<file path="config.mk">
export PLATFORM = sky130hd
export DESIGN_NAME = asp_dev_flat
export DESIGN_NICKNAME = d
export VERILOG_FILES = /design/src/inc/asp_pkg.sv /design/src/inc/asp_if.sv /design/src/hw/asp_dev.sv /design/src/flat_wrapper.sv
export VERILOG_INCLUDE_DIRS = /design/src /design/src/inc
export SDC_FILE = /design/constraint.sdc
export NUM_CORES = 1
export LEC_CHECK = 0
export BUFFER_PORTS_ARGS = -buffer_cell sky130_fd_sc_hd__buf_4
export CAP_MARGIN = 10
export CORE_MARGIN = 2
export CORE_UTILIZATION = 50
export DETAILED_ROUTE_END_ITERATION = 12
export HOLD_SLACK_MARGIN = 0.02
export PLACE_DENSITY_LB_ADDON = 0.25
export SLEW_MARGIN = 20
export SYNTH_ARGS = -nofsm -noshare
export SYNTH_HDL_FRONTEND = slang
export SYNTH_SLANG_ARGS = --single-unit
</file>
<file path="constraint.sdc">
create_clock -name clock_i -period 4.2 [get_ports clock_i]
set_input_delay 0 -clock clock_i [delete_from_list [all_inputs] [get_ports clock_i]]
set_output_delay 0 -clock clock_i [all_outputs]
set_load 0.02 [all_outputs]
</file>
<file path="src/inc/asp_cfg.svh">
`ifndef ASP_CFG_SVH
`define ASP_CFG_SVH
// ==========================================
// Timing
`define ASP_CLK_PERIOD_NS 8
`define ASP_UPD_TIME_NS 10000
`define ASP_UPD_CYCLES (`ASP_UPD_TIME_NS / `ASP_CLK_PERIOD_NS)
`define ASP_GUARD_TIME_NS 200
`define ASP_GUARD_CYCLES ((`ASP_GUARD_TIME_NS + `ASP_CLK_PERIOD_NS - 1) / `ASP_CLK_PERIOD_NS)
`define ASP_HALF_CYCLES 4'h8
// ==========================================
// Communications byte fields
`define ASP_COMM_RD_BIT 7
`define ASP_COMM_SEL_HI 6
`define ASP_COMM_SEL_LO 4
// ==========================================
// Register indices
`define ASP_SEL_COMM 3'h0
`define ASP_SEL_DATA 3'h1
`define ASP_SEL_MODE 3'h2
`define ASP_SEL_FILT 3'h3
`define ASP_SEL_DAC 3'h4
`define ASP_SEL_OFFS 3'h5
`define ASP_SEL_GAIN 3'h6
// ==========================================
// Register lengths in bits
`define ASP_LEN_STAT 5'h08
`define ASP_LEN_DATA 5'h18
`define ASP_LEN_MODE 5'h10
`define ASP_LEN_FILT 5'h18
`define ASP_LEN_DAC 5'h08
`define ASP_LEN_CAL 5'h18
// ==========================================
// Mode register fields and reset values
`define ASP_MODE_CODE_HI 15
`define ASP_MODE_CODE_LO 13
`define ASP_MODE_IDLE 3'h0
`define ASP_MODE_CONT 3'h1
`define ASP_MODE_CAL_BIT 15
`define ASP_REG_RST 24'h000000
`endif

</file>
<file path="src/inc/asp_pkg.sv">
`include "asp_cfg.svh"
`default_nettype none
package asp_pkg;
    // Device link phase
    typedef enum logic [1:0] {
        ASP_DS_CMD = 2'b01,
        ASP_DS_DATA = 2'b10
    } asp_dstate_t;
    // Host sequencer phase
    typedef enum logic [3:0] {
        ASP_HS_IDLE = 4'b0001,
        ASP_HS_SETUP = 4'b0010,
        ASP_HS_LOW = 4'b0100,
        ASP_HS_HIGH = 4'b1000
    } asp_hstate_t;

    // Bit length of a register transfer
    function automatic logic [4:0] asp_len(input logic [2:0] sel);
        logic [4:0] len;
        len = `ASP_LEN_CAL;
        case (sel)
            `ASP_SEL_COMM: len = `ASP_LEN_STAT;
            `ASP_SEL_DATA: len = `ASP_LEN_DATA;
            `ASP_SEL_MODE: len = `ASP_LEN_MODE;
            `ASP_SEL_FILT: len = `ASP_LEN_FILT;
            `ASP_SEL_DAC: len = `ASP_LEN_DAC;
            default: len = `ASP_LEN_CAL;
        endcase
        return len;
    endfunction : asp_len

    // Mask of the low len bits
    function automatic logic [23:0] asp_mask(input logic [4:0] len);
        return 24'hFFFFFF >> (5'h18 - len);
    endfunction : asp_mask
endpackage : asp_pkg
`default_nettype wire

</file>
<file path="src/inc/asp_if.sv">
`timescale 1ns/1ps
`default_nettype none
interface asp_if;
    logic sclk; // Serial clock, host made, idles high
    logic cs_b; // Select, active low
    logic din; // Host to device data
    logic dout; // Device to host data
    logic dout_oe_b; // Device drives dout while low
    logic rdy_b; // Ready status, active low
    logic standby_b; // Standby request, active low
    modport dev (input sclk, cs_b, din, standby_b, output dout, dout_oe_b, rdy_b);
    modport host (output sclk, cs_b, din, standby_b, input dout, dout_oe_b, rdy_b);
endinterface : asp_if
`default_nettype wire

</file>
<file path="src/hw/asp_dev.sv">
// Summary of operation
// - Standby low stops analog and digital activity
// - Registers keep their values through standby
// - Select low enables transfers; shared bus
// - Select tied low gives three-wire mode
// - Host may use select as frame sync
// - Ready low when new conversion word waits
// - Ready high after complete word read
// - Unread result: ready high just before update
// - Host avoids data reads while ready high
// - Ready high during calibration, low after
// - Output shifts selected register contents out
// - Input shift register writes selected register
// - Several internal events force ready high
`timescale 1ns/1ps
`default_nettype none
`include "asp_cfg.svh"
module asp_dev import asp_pkg::*; (
    input wire logic clock_i,
    input wire logic rst_b_i,
    asp_if.dev link,
    input wire logic [23:0] conv_data_i,
    input wire logic cal_done_i,
    output logic [15:0] mode_o,
    output logic [23:0] filter_o,
    output logic [7:0] dac_o,
    output logic [23:0] offs_o,
    output logic [23:0] gain_o,
    output logic cal_start_o,
    output logic power_down_o
);
    // ==========================================
    // Pin synchronisers
    logic [3:0] sync_a; // First stage: sclk, cs_b, din, standby_b
    logic [3:0] sync_b; // Second stage
    logic sclk_d; // Delayed synced clock for edges
    // Two flops on every pin
    always_ff @(posedge clock_i) begin
        if (!rst_b_i) begin
            sync_a <= 4'hD;
            sync_b <= 4'hD;
            sclk_d <= 1'b1;
        end else begin
            sync_a <= {link.sclk, link.cs_b, link.din, link.standby_b};
            sync_b <= sync_a;
            sclk_d <= sync_b[3];
        end
    end
    wire sclk_s = sync_b[3];
    wire cs_b_s = sync_b[2];
    wire din_s = sync_b[1];
    wire stby_b_s = sync_b[0];
    wire sclk_rise = sclk_s & ~sclk_d;
    wire awake = stby_b_s;
    wire selected = ~cs_b_s & awake;
    wire bit_take = selected & sclk_rise;

    // ==========================================
    // Link state
    asp_dstate_t state; // Command or data phase
    logic [7:0] comm; // Communications register
    logic [4:0] bit_cnt; // Bits taken in this phase
    logic [23:0] in_sh; // Input shift register
    logic [23:0] out_sh; // Output shift register
    logic dout_oe_b; // Registered enable
    logic rdy_b; // Ready status
    logic cal_busy; // Calibration running
    logic [10:0] upd_cnt; // Cycles to next output update
    logic [23:0] regs [1:6]; // Register bank by index

    wire [23:0] next_word = {in_sh[22:0], din_s};
    wire comm_rd = next_word[`ASP_COMM_RD_BIT];
    wire [2:0] comm_selw = next_word[`ASP_COMM_SEL_HI:`ASP_COMM_SEL_LO];
    wire rd = comm[`ASP_COMM_RD_BIT];
    wire [2:0] sel = comm[`ASP_COMM_SEL_HI:`ASP_COMM_SEL_LO];
    wire [4:0] len = asp_len(sel);
    wire [4:0] new_len = asp_len(comm_selw);
    wire cmd_last = bit_take & (state == ASP_DS_CMD) & (bit_cnt == 5'h07);
    // data phase only after a comm byte
    wire goes_data = cmd_last & (comm_rd | (comm_selw != `ASP_SEL_COMM));
    wire data_last = bit_take & (state == ASP_DS_DATA) & (bit_cnt == len - 5'h01);
    wire wr_done = data_last & ~rd;
    wire rd_done = data_last & rd & (sel == `ASP_SEL_DATA);

    // ==========================================
    // Conversion and calibration events
    wire [2:0] mode_code = regs[`ASP_SEL_MODE][`ASP_MODE_CODE_HI:`ASP_MODE_CODE_LO];
    wire conv_mode = awake & (mode_code == `ASP_MODE_CONT) & ~cal_busy;
    wire upd_now = conv_mode & (upd_cnt == 11'h000);
    wire guard = conv_mode & (upd_cnt <= 11'(`ASP_GUARD_CYCLES)) & ~upd_now;
    wire mode_wr = wr_done & (sel == `ASP_SEL_MODE);
    wire cal_start = mode_wr & next_word[`ASP_MODE_CAL_BIT];
    wire cal_fin = cal_busy & cal_done_i;

    // Read value, status packed in the low byte
    wire [23:0] stat_word = {16'h0000, rdy_b, cal_busy, ~awake, 2'h0, mode_code};
    wire [23:0] rd_val = (comm_selw == `ASP_SEL_COMM) ? stat_word :
                         (comm_selw == 3'h7) ? 24'h000000 : regs[comm_selw];
    wire [23:0] rd_aligned = rd_val << (5'h18 - new_len);

    // ==========================================
    // Link shifting and phase control
    always_ff @(posedge clock_i) begin
        if (!rst_b_i) begin
            state <= ASP_DS_CMD;
            bit_cnt <= 5'h00;
            in_sh <= 24'h000000;
            out_sh <= 24'h000000;
            comm <= 8'h00;
            dout_oe_b <= 1'b1;
        end else if (!selected) begin
            // Deselect ends the frame and re-arms the comm phase
            state <= ASP_DS_CMD;
            bit_cnt <= 5'h00;
            dout_oe_b <= 1'b1;
        end else begin
            dout_oe_b <= 1'b0;
            if (bit_take) begin
                in_sh <= next_word;
                bit_cnt <= bit_cnt + 5'h01;
                out_sh <= {out_sh[22:0], 1'b0};
                if (cmd_last) begin
                    comm <= next_word[7:0];
                    bit_cnt <= 5'h00;
                    out_sh <= comm_rd ? rd_aligned : 24'h000000;
                    if (goes_data) begin
                        state <= ASP_DS_DATA;
                    end
                end else if (data_last) begin
                    // count ends frame, select may stay low
                    state <= ASP_DS_CMD;
                    bit_cnt <= 5'h00;
                end
            end
        end
    end

    // ==========================================
    // Register bank, one entry per index
    genvar gi;
    generate
        for (gi = 1; gi <= 6; gi++) begin : g_reg
            wire wr_hit = wr_done & (sel == 3'(gi)) & (gi != `ASP_SEL_DATA);
            wire upd_hit = upd_now & (gi == `ASP_SEL_DATA);
            wire fin_hit = cal_fin & (gi == `ASP_SEL_MODE);
            always_ff @(posedge clock_i) begin
                if (!rst_b_i) begin
                    regs[gi] <= `ASP_REG_RST;
                end else if (wr_hit) begin
                    regs[gi] <= next_word & asp_mask(len);
                end else if (upd_hit) begin
                    regs[gi] <= conv_data_i;
                end else if (fin_hit) begin
                    // Calibration over: mode falls back to idle
                    regs[gi][`ASP_MODE_CODE_HI:`ASP_MODE_CODE_LO] <= `ASP_MODE_IDLE;
                end
            end
        end
    endgenerate

    // ==========================================
    // Update timer, reloaded whenever not converting, standby included
    always_ff @(posedge clock_i) begin
        if (!rst_b_i) begin
            upd_cnt <= 11'(`ASP_UPD_CYCLES - 1);
        end else if (!conv_mode) begin
            upd_cnt <= 11'(`ASP_UPD_CYCLES - 1);
        end else if (upd_now) begin
            upd_cnt <= 11'(`ASP_UPD_CYCLES - 1);
        end else begin
            upd_cnt <= upd_cnt - 11'h001;
        end
    end

    // ==========================================
    // Calibration tracking and ready status
    always_ff @(posedge clock_i) begin
        if (!rst_b_i) begin
            cal_busy <= 1'b0;
            cal_start_o <= 1'b0;
            rdy_b <= 1'b1;
            power_down_o <= 1'b0;
        end else begin
            power_down_o <= ~awake;
            cal_start_o <= cal_start;
            if (cal_start) begin
                cal_busy <= 1'b1;
            end else if (cal_fin) begin
                cal_busy <= 1'b0;
            end
            if (cal_start) begin
                rdy_b <= 1'b1;
            end else if (cal_fin) begin
                rdy_b <= 1'b0;
            end else if (upd_now) begin
                rdy_b <= 1'b0;
            end else if (guard) begin
                rdy_b <= 1'b1;
            end else if (rd_done) begin
                rdy_b <= 1'b1;
            end else if (mode_wr | ~awake) begin
                rdy_b <= 1'b1;
            end
        end
    end

    // ==========================================
    // Outputs straight from flops
    assign link.dout = out_sh[23];
    assign link.dout_oe_b = dout_oe_b;
    assign link.rdy_b = rdy_b;
    assign mode_o = regs[`ASP_SEL_MODE][15:0];
    assign filter_o = regs[`ASP_SEL_FILT];
    assign dac_o = regs[`ASP_SEL_DAC][7:0];
    assign offs_o = regs[`ASP_SEL_OFFS];
    assign gain_o = regs[`ASP_SEL_GAIN];
endmodule : asp_dev
`default_nettype wire

</file>
<file path="src/flat_wrapper.sv">
// flat-port wrapper written by rule: the top's interface ports become plain ports
module asp_dev_flat import asp_pkg::*;
  (clock_i, rst_b_i, conv_data_i, cal_done_i, mode_o, filter_o, dac_o, offs_o, gain_o, cal_start_o, power_down_o, link_sclk, link_cs_b, link_din, link_standby_b, link_dout, link_dout_oe_b, link_rdy_b);
  asp_if link_i ();
  input wire logic clock_i;
  input wire logic rst_b_i;
  input wire logic [23:0] conv_data_i;
  input wire logic cal_done_i;
  output logic [15:0] mode_o;
  output logic [23:0] filter_o;
  output logic [7:0] dac_o;
  output logic [23:0] offs_o;
  output logic [23:0] gain_o;
  output logic cal_start_o;
  output logic power_down_o;
  input wire logic [$bits(link_i.sclk)-1:0] link_sclk;
  input wire logic [$bits(link_i.cs_b)-1:0] link_cs_b;
  input wire logic [$bits(link_i.din)-1:0] link_din;
  input wire logic [$bits(link_i.standby_b)-1:0] link_standby_b;
  output wire logic [$bits(link_i.dout)-1:0] link_dout;
  output wire logic [$bits(link_i.dout_oe_b)-1:0] link_dout_oe_b;
  output wire logic [$bits(link_i.rdy_b)-1:0] link_rdy_b;
  assign link_i.sclk = link_sclk;
  assign link_i.cs_b = link_cs_b;
  assign link_i.din = link_din;
  assign link_i.standby_b = link_standby_b;
  assign link_dout = link_i.dout;
  assign link_dout_oe_b = link_i.dout_oe_b;
  assign link_rdy_b = link_i.rdy_b;
  asp_dev u_core (.clock_i(clock_i), .rst_b_i(rst_b_i), .link(link_i), .conv_data_i(conv_data_i), .cal_done_i(cal_done_i), .mode_o(mode_o), .filter_o(filter_o), .dac_o(dac_o), .offs_o(offs_o), .gain_o(gain_o), .cal_start_o(cal_start_o), .power_down_o(power_down_o));
endmodule
</file>
# [Yosys cells after proc, flatten, opt, wreduce, memory -nomap -nowiden]
# Memory sizes are Yosys's and may differ from the RTL's. A register that Yosys moved wholly into a read port is not among the register bits.
# Index checks and enable logic that the tools add are counted.
# Widths: inputs -> output; s select.
[word_totals] reg_bits=87 mem_bits_rw=144 in_bits=31 out_inout_bits=101 word_cells=145 memories=1
[memory_table] name="u_core.regs" words=6 width=24 rd=6 rd_clocked_by_memory_dff=1 wr=6 line="asp_dev.sv:69" rtl="logic [23:0] regs [1:6];"
[op_classes] n_addsub=5 n_lt_le_gt_ge=1 eq_ne=15 shift=2 mux=51 bitwise_logic=41 reduce_logical=15
[ops] op="$mux 24" n=10
[ops] op="$mux 1" n=31
[ops] op="$and 24x24->24" n=1
[ops] op="$shl 24x5->24" n=1
[ops] op="$shr 24x5->24 const A" n=1
[ops] op="$and 1x1->1" n=23
[ops] op="$pmux 5 s2" n=2
[ops] op="$eq 3x3->1 const B" n=5
[ops] op="$le 11x5->1 const B" n=1
[ops] op="$logic_not 11->1" n=1
[ops] op="$sub 11x1->11 const B" n=1
[ops] op="$mux 5" n=2
[ops] op="$sub 5x5->5 const A" n=2
[ops] op="$eq 3x2->1 const B" n=3
[ops] op="$mux 3" n=3
[ops] op="$or 1x1->1" n=9
[ops] op="$not 1->1" n=8
[ops] op="$eq 3x1->1 const B" n=2
[ops] op="$logic_not 3->1" n=2
[ops] op="$mux 2" n=3
[ops] op="$reduce_and 3->1" n=2
[ops] op="$reduce_or 2->1" n=3
[ops] op="$add 5x1->5 const B" n=1
[ops] op="$eq 5x3->1 const B" n=1
[ops] op="other kinds (10)" n=12

# [Logic depth before layout (Yosys ltp)]
[logic_depth] depth_word=14 ltp_mapped=11 depth_no_buf=9

# [Worst setup path before layout]
# No wires, ideal clock.
[synth_timing] path_kind="register to register" startpoint="register u_core.comm[4]" endpoint="memory u_core.regs[4][0] (enable)" setup_ps=438 t_arrival_ps=3899 required_time_ps=3762 setup_slack_ps=-137 stages_incl_launch_ff=9 path_buffers=1 synth_period_minus_slack_ps=4337 cell_sequence="dfxtp_1 or2_2 ha_1 clkbuf_1 xnor2_1 nand4b_1 or2_2 or3_1 o21ai_0"
[synth_rtl] element="from (decl)" line="asp_dev.sv:61" rtl="logic [7:0] comm;"
[synth_rtl] element="from (signal assigned)" line="asp_dev.sv:123" rtl="comm <= next_word[7:0];"
[synth_rtl] element="to (decl)" line="asp_dev.sv:69"

==> flow_summary.rst <==
.. list-table::
   :header-rows: 1

   * - Metric
     - Value
   * - Run status
     - finished, final reports clean
   * - Synth warn
     - 0
   * - Horiz. Die Dim
     - 147 um
   * - Type of element launching the critical path
     - flop
   * - ANT nets after route
     - 0
   * - Proportion of synthesized flip-flops having asynchronous set or reset
     - 0
   * - Final-layout setup total negative slack
     - 0 ns
   * - Final Hold Fails
     - 0
   * - Detail-routed via count per cell
     - 5.62
   * - Tightest Pin Transition
     - 1.10 ns
   * - Clock insertion delay at the later pin of the skew report
     - 0.53 ns
   * - Placer Congestion
     - 0.875
   * - Number of core rows
     - 52
   * - Maximum fanout encountered on the critical timing path
     - 13
   * - Drt drc
     - 0
   * - CTS clk-pin slew, worst paths
     - 0.06 ns
   * - Wire length of the first global-routing pass
     - 41,100 um
   * - Remaining Overflow, GRT
     - 0
   * - Worst setup slack before clock tree synthesis
     - 1.02 ns
   * - Number of cells on the worst hold path
     - 3
   * - Antenna violations before repair
     - 1
   * - Final core utilization
     - 0.621
   * - Max capacitance violation total
     - 0
   * - Tot Pwr
     - 5.12 mW
   * - Worst Hold Margin
     - 0.294 ns
   * - Port bufs
     - 131
   * - Leading area contributor after synthesis
     - sky130_fd_sc_hd__edfxtp_1
   * - Number of standard cells after synthesis
     - 904
   * - Setup slack of the critical path after layout
     - 0.938 ns
   * - Commonest cells post-synth
     - sky130_fd_sc_hd__nor2_1, sky130_fd_sc_hd__edfxtp_1, sky130_fd_sc_hd__nand2_1
   * - Post-synthesis sequential area ratio
     - 0.589
   * - Area of the core region
     - 0.0202 mm^2
   * - Cell with the most instances after synthesis
     - sky130_fd_sc_hd__nor2_1
   * - Vias in the first global route
     - 7,228
   * - Min Tclk post-route
     - 3.26 ns
   * - Sum of routed wire length over all layers
     - 27,000 um
   * - I/O pin count
     - 132
   * - Crit path required time
     - 4.43 ns
   * - EDFF count, synth
     - 144
   * - Die area
     - 0.0217 mm^2
   * - Cell count after placement
     - 1,248
   * - Worst hold path type
     - in2reg
   * - Synth Register Bits
     - 230
   * - Final std cells w/o fill
     - 1,328
   * - Total power divided by cell area
     - 409 mW/mm^2
   * - Share of the clock period used by the worst path after layout
     - 0.777
   * - Layout cell share with drive strength beyond 1
     - 0.246
   * - Area of placed instances
     - 0.0113 mm^2
   * - Endpoint class of the critical path
     - flop
   * - Vias post-DR
     - 7,462
   * - Max H-tree Level
     - 1
   * - Clock tree from TritonCTS
     - built
   * - Antenna diode instance count
     - 0
   * - Detailed Place HPWL
     - 17,300 um
   * - Cell types with the largest area share after synthesis
     - sky130_fd_sc_hd__edfxtp_1, sky130_fd_sc_hd__dfxtp_1, sky130_fd_sc_hd__nor2_1, sky130_fd_sc_hd__mux4_2, sky130_fd_sc_hd__nand2_1
   * - Cells on worst reg2reg path
     - 8
   * - Maximum number of pins on one net before global-route repair
     - 51
   * - Setup repair after global routing missed its margin
     - false
   * - Filler instances
     - 1,612
   * - Routed wirelength normalized by instance count
     - 20.3 um
   * - Endpoints failing setup
     - 0
   * - Clock buffer count from CTS
     - 25
   * - Detailed router's first-iteration violation count
     - 787
   * - Postcts setup bufs
     - 0
   * - Crit path arrival time
     - 3.50 ns
   * - Chip height
     - 147 um
   * - Maximum clock skew at final layout
     - 0.00949 ns
   * - CTS Sinks
     - 230
   * - Buffer cell driving the clock tree root
     - sky130_fd_sc_hd__clkbuf_16
   * - Type of the worst setup path
     - reg2reg
   * - Overall Global Routing Usage
     - 0.246
   * - Fmax
     - 0.307 GHz
   * - Primary flip-flop cell chosen by synthesis mapping
     - sky130_fd_sc_hd__edfxtp_1
   * - Number of search-and-repair iterations in the first detailed-routing pass
     - 6
   * - Leak
     - 4.37 nW
   * - NumNets Final
     - 1,076
   * - Highest ir drop seen on vdd
     - 249 uV
   * - Number of pins exceeding their max-slew limit in the final report
     - 0
   * - Longest Clk Path Bufs
     - 3
   * - Area fraction of the dominant cell type after synthesis
     - 0.422
   * - Synth Cell Area
     - 0.0103 mm^2
   * - Number of nets in the synthesized netlist
     - 941
   * - Effective utilization at floorplan
     - 0.509
   * - Signed area change from the synthesized netlist to the final layout
     - 22.2%
   * - Worst relative slew slack
     - 0.265
   * - Synth unique cells
     - 53
   * - Avg Cell Area, Syn
     - 11.3 um^2
   * - Final design instance area without fill
     - 0.0125 mm^2
==> registers in the layout, summed over array words and instances, names as in the netlist, 4 cells and up, named ones only <==
| register | cells |
|---|---|
| u_core.bit_cnt | 5 |
| u_core.comm | 4 |
| u_core.in_sh | 23 |
| u_core.out_sh | 24 |
| u_core.regs | 144 |
| u_core.sync_a | 4 |
| u_core.sync_b | 4 |
| u_core.upd_cnt | 11 |
==> area by class of cell <==
cell class	instances	area [um^2]	share of cell area
Sequential cell	230	6050	0.483
Multi-Input combinational cell	588	3740	0.299
Timing Repair Buffer	186	1510	0.120
Clock buffer	30	676	0.0539
Tap cell	270	338	0.0270
Clock inverter	16	191	0.0153
Inverter	8	30.0	0.00240
==> routing by layer <==
layer,track usage,vias up,routed length (um)
met1,0.347,3653,11400
met4,0.0740,0,612
met3,0.0317,43,2060
met5,0,-,0
met2,0.402,347,13000
li1,-,3419,-
==> critical path, cell delays in order, from the launching register on <==
cell and delay [ns]:
sky130_fd_sc_hd__dfxtp_1 0.34, sky130_fd_sc_hd__or2_2 0.34, sky130_fd_sc_hd__ha_1 0.50, sky130_fd_sc_hd__xnor2_1 0.17, sky130_fd_sc_hd__nand4b_1 0.24, sky130_fd_sc_hd__or2_2 0.39
sky130_fd_sc_hd__or3_1 0.35, sky130_fd_sc_hd__nand2_1 0.41, sky130_fd_sc_hd__buf_12 0.22
==> layout by cell type, fill, tap and decap left out, types with 4 or more instances in the layout <==
cell type	Yosys	routed
sky130_fd_sc_hd__nor2_1	155	155
sky130_fd_sc_hd__buf_4	29	150
sky130_fd_sc_hd__edfxtp_1	144	144
sky130_fd_sc_hd__nand2_1	116	116
sky130_fd_sc_hd__dfxtp_1	86	85
sky130_fd_sc_hd__a21oi_1	43	43
sky130_fd_sc_hd__o21ai_0	42	40
sky130_fd_sc_hd__dlygate4sd3_1	0	34
sky130_fd_sc_hd__mux2_2	30	30
sky130_fd_sc_hd__and2_1	29	29
sky130_fd_sc_hd__clkbuf_16	0	26
sky130_fd_sc_hd__mux4_2	24	24
sky130_fd_sc_hd__nand2b_1	19	19
sky130_fd_sc_hd__mux2_1	17	17
sky130_fd_sc_hd__xnor2_1	10	10
sky130_fd_sc_hd__a31oi_1	9	9
sky130_fd_sc_hd__inv_1	8	8
sky130_fd_sc_hd__nand3_1	8	8
sky130_fd_sc_hd__nor2b_1	8	8
sky130_fd_sc_hd__ha_1	6	6
sky130_fd_sc_hd__mux2i_1	5	5
sky130_fd_sc_hd__o22ai_1	5	5
sky130_fd_sc_hd__nor3_1	5	5
sky130_fd_sc_hd__a211oi_1	5	5
sky130_fd_sc_hd__and3_1	5	5
sky130_fd_sc_hd__xor2_1	5	5
sky130_fd_sc_hd__nor4_1	4	4
sky130_fd_sc_hd__bufinv_16	0	4
sky130_fd_sc_hd__clkinv_2	0	4
==> report_power, final <==
part / switching, mW / leakage, nW / internal [mW]
clock: 0.908 / 0.428 / 1.40
sequential: 0.0441 / 2.08 / 2.47
combinational: 0.162 / 1.87 / 0.137
==> logic make-up after synthesis <==
logic type | share of synthesized area
xor+xnor | 0.0128
fa+ha+maj | 0.00732
buf+inv | 0.0465
flops | 0.589
simple gates | 0.170
compound gates | 0.0636
mux | 0.111
==> timing repair <==
item,CTS,global route
setup endpoints to repair,0,0
hold buffers,34,0
resized for setup,0,0
endpoints found under the hold margin,58,0
==> final timing paths <==
| kind | end | start | slack [ns] |
|---|---|---|---|
| setup / recovery | u_core.regs[2][17]$_SDFFCE_PN0P_ | u_core.comm[4]$_SDFFE_PN0P_ | 0.94 |
| setup reg to reg | u_core.regs[2][17]$_SDFFCE_PN0P_ | u_core.comm[4]$_SDFFE_PN0P_ | 0.94 |
| hold / removal | u_core.regs[1][17]$_SDFFCE_PN0P_ | conv_data_i[17] | 0.29 |
| hold reg to reg | u_core.sync_b[3]$_SDFF_PN1_ | u_core.sync_a[3]$_SDFF_PN1_ | 0.40 |
No activity file was read; power rests on OpenSTA's default activity.
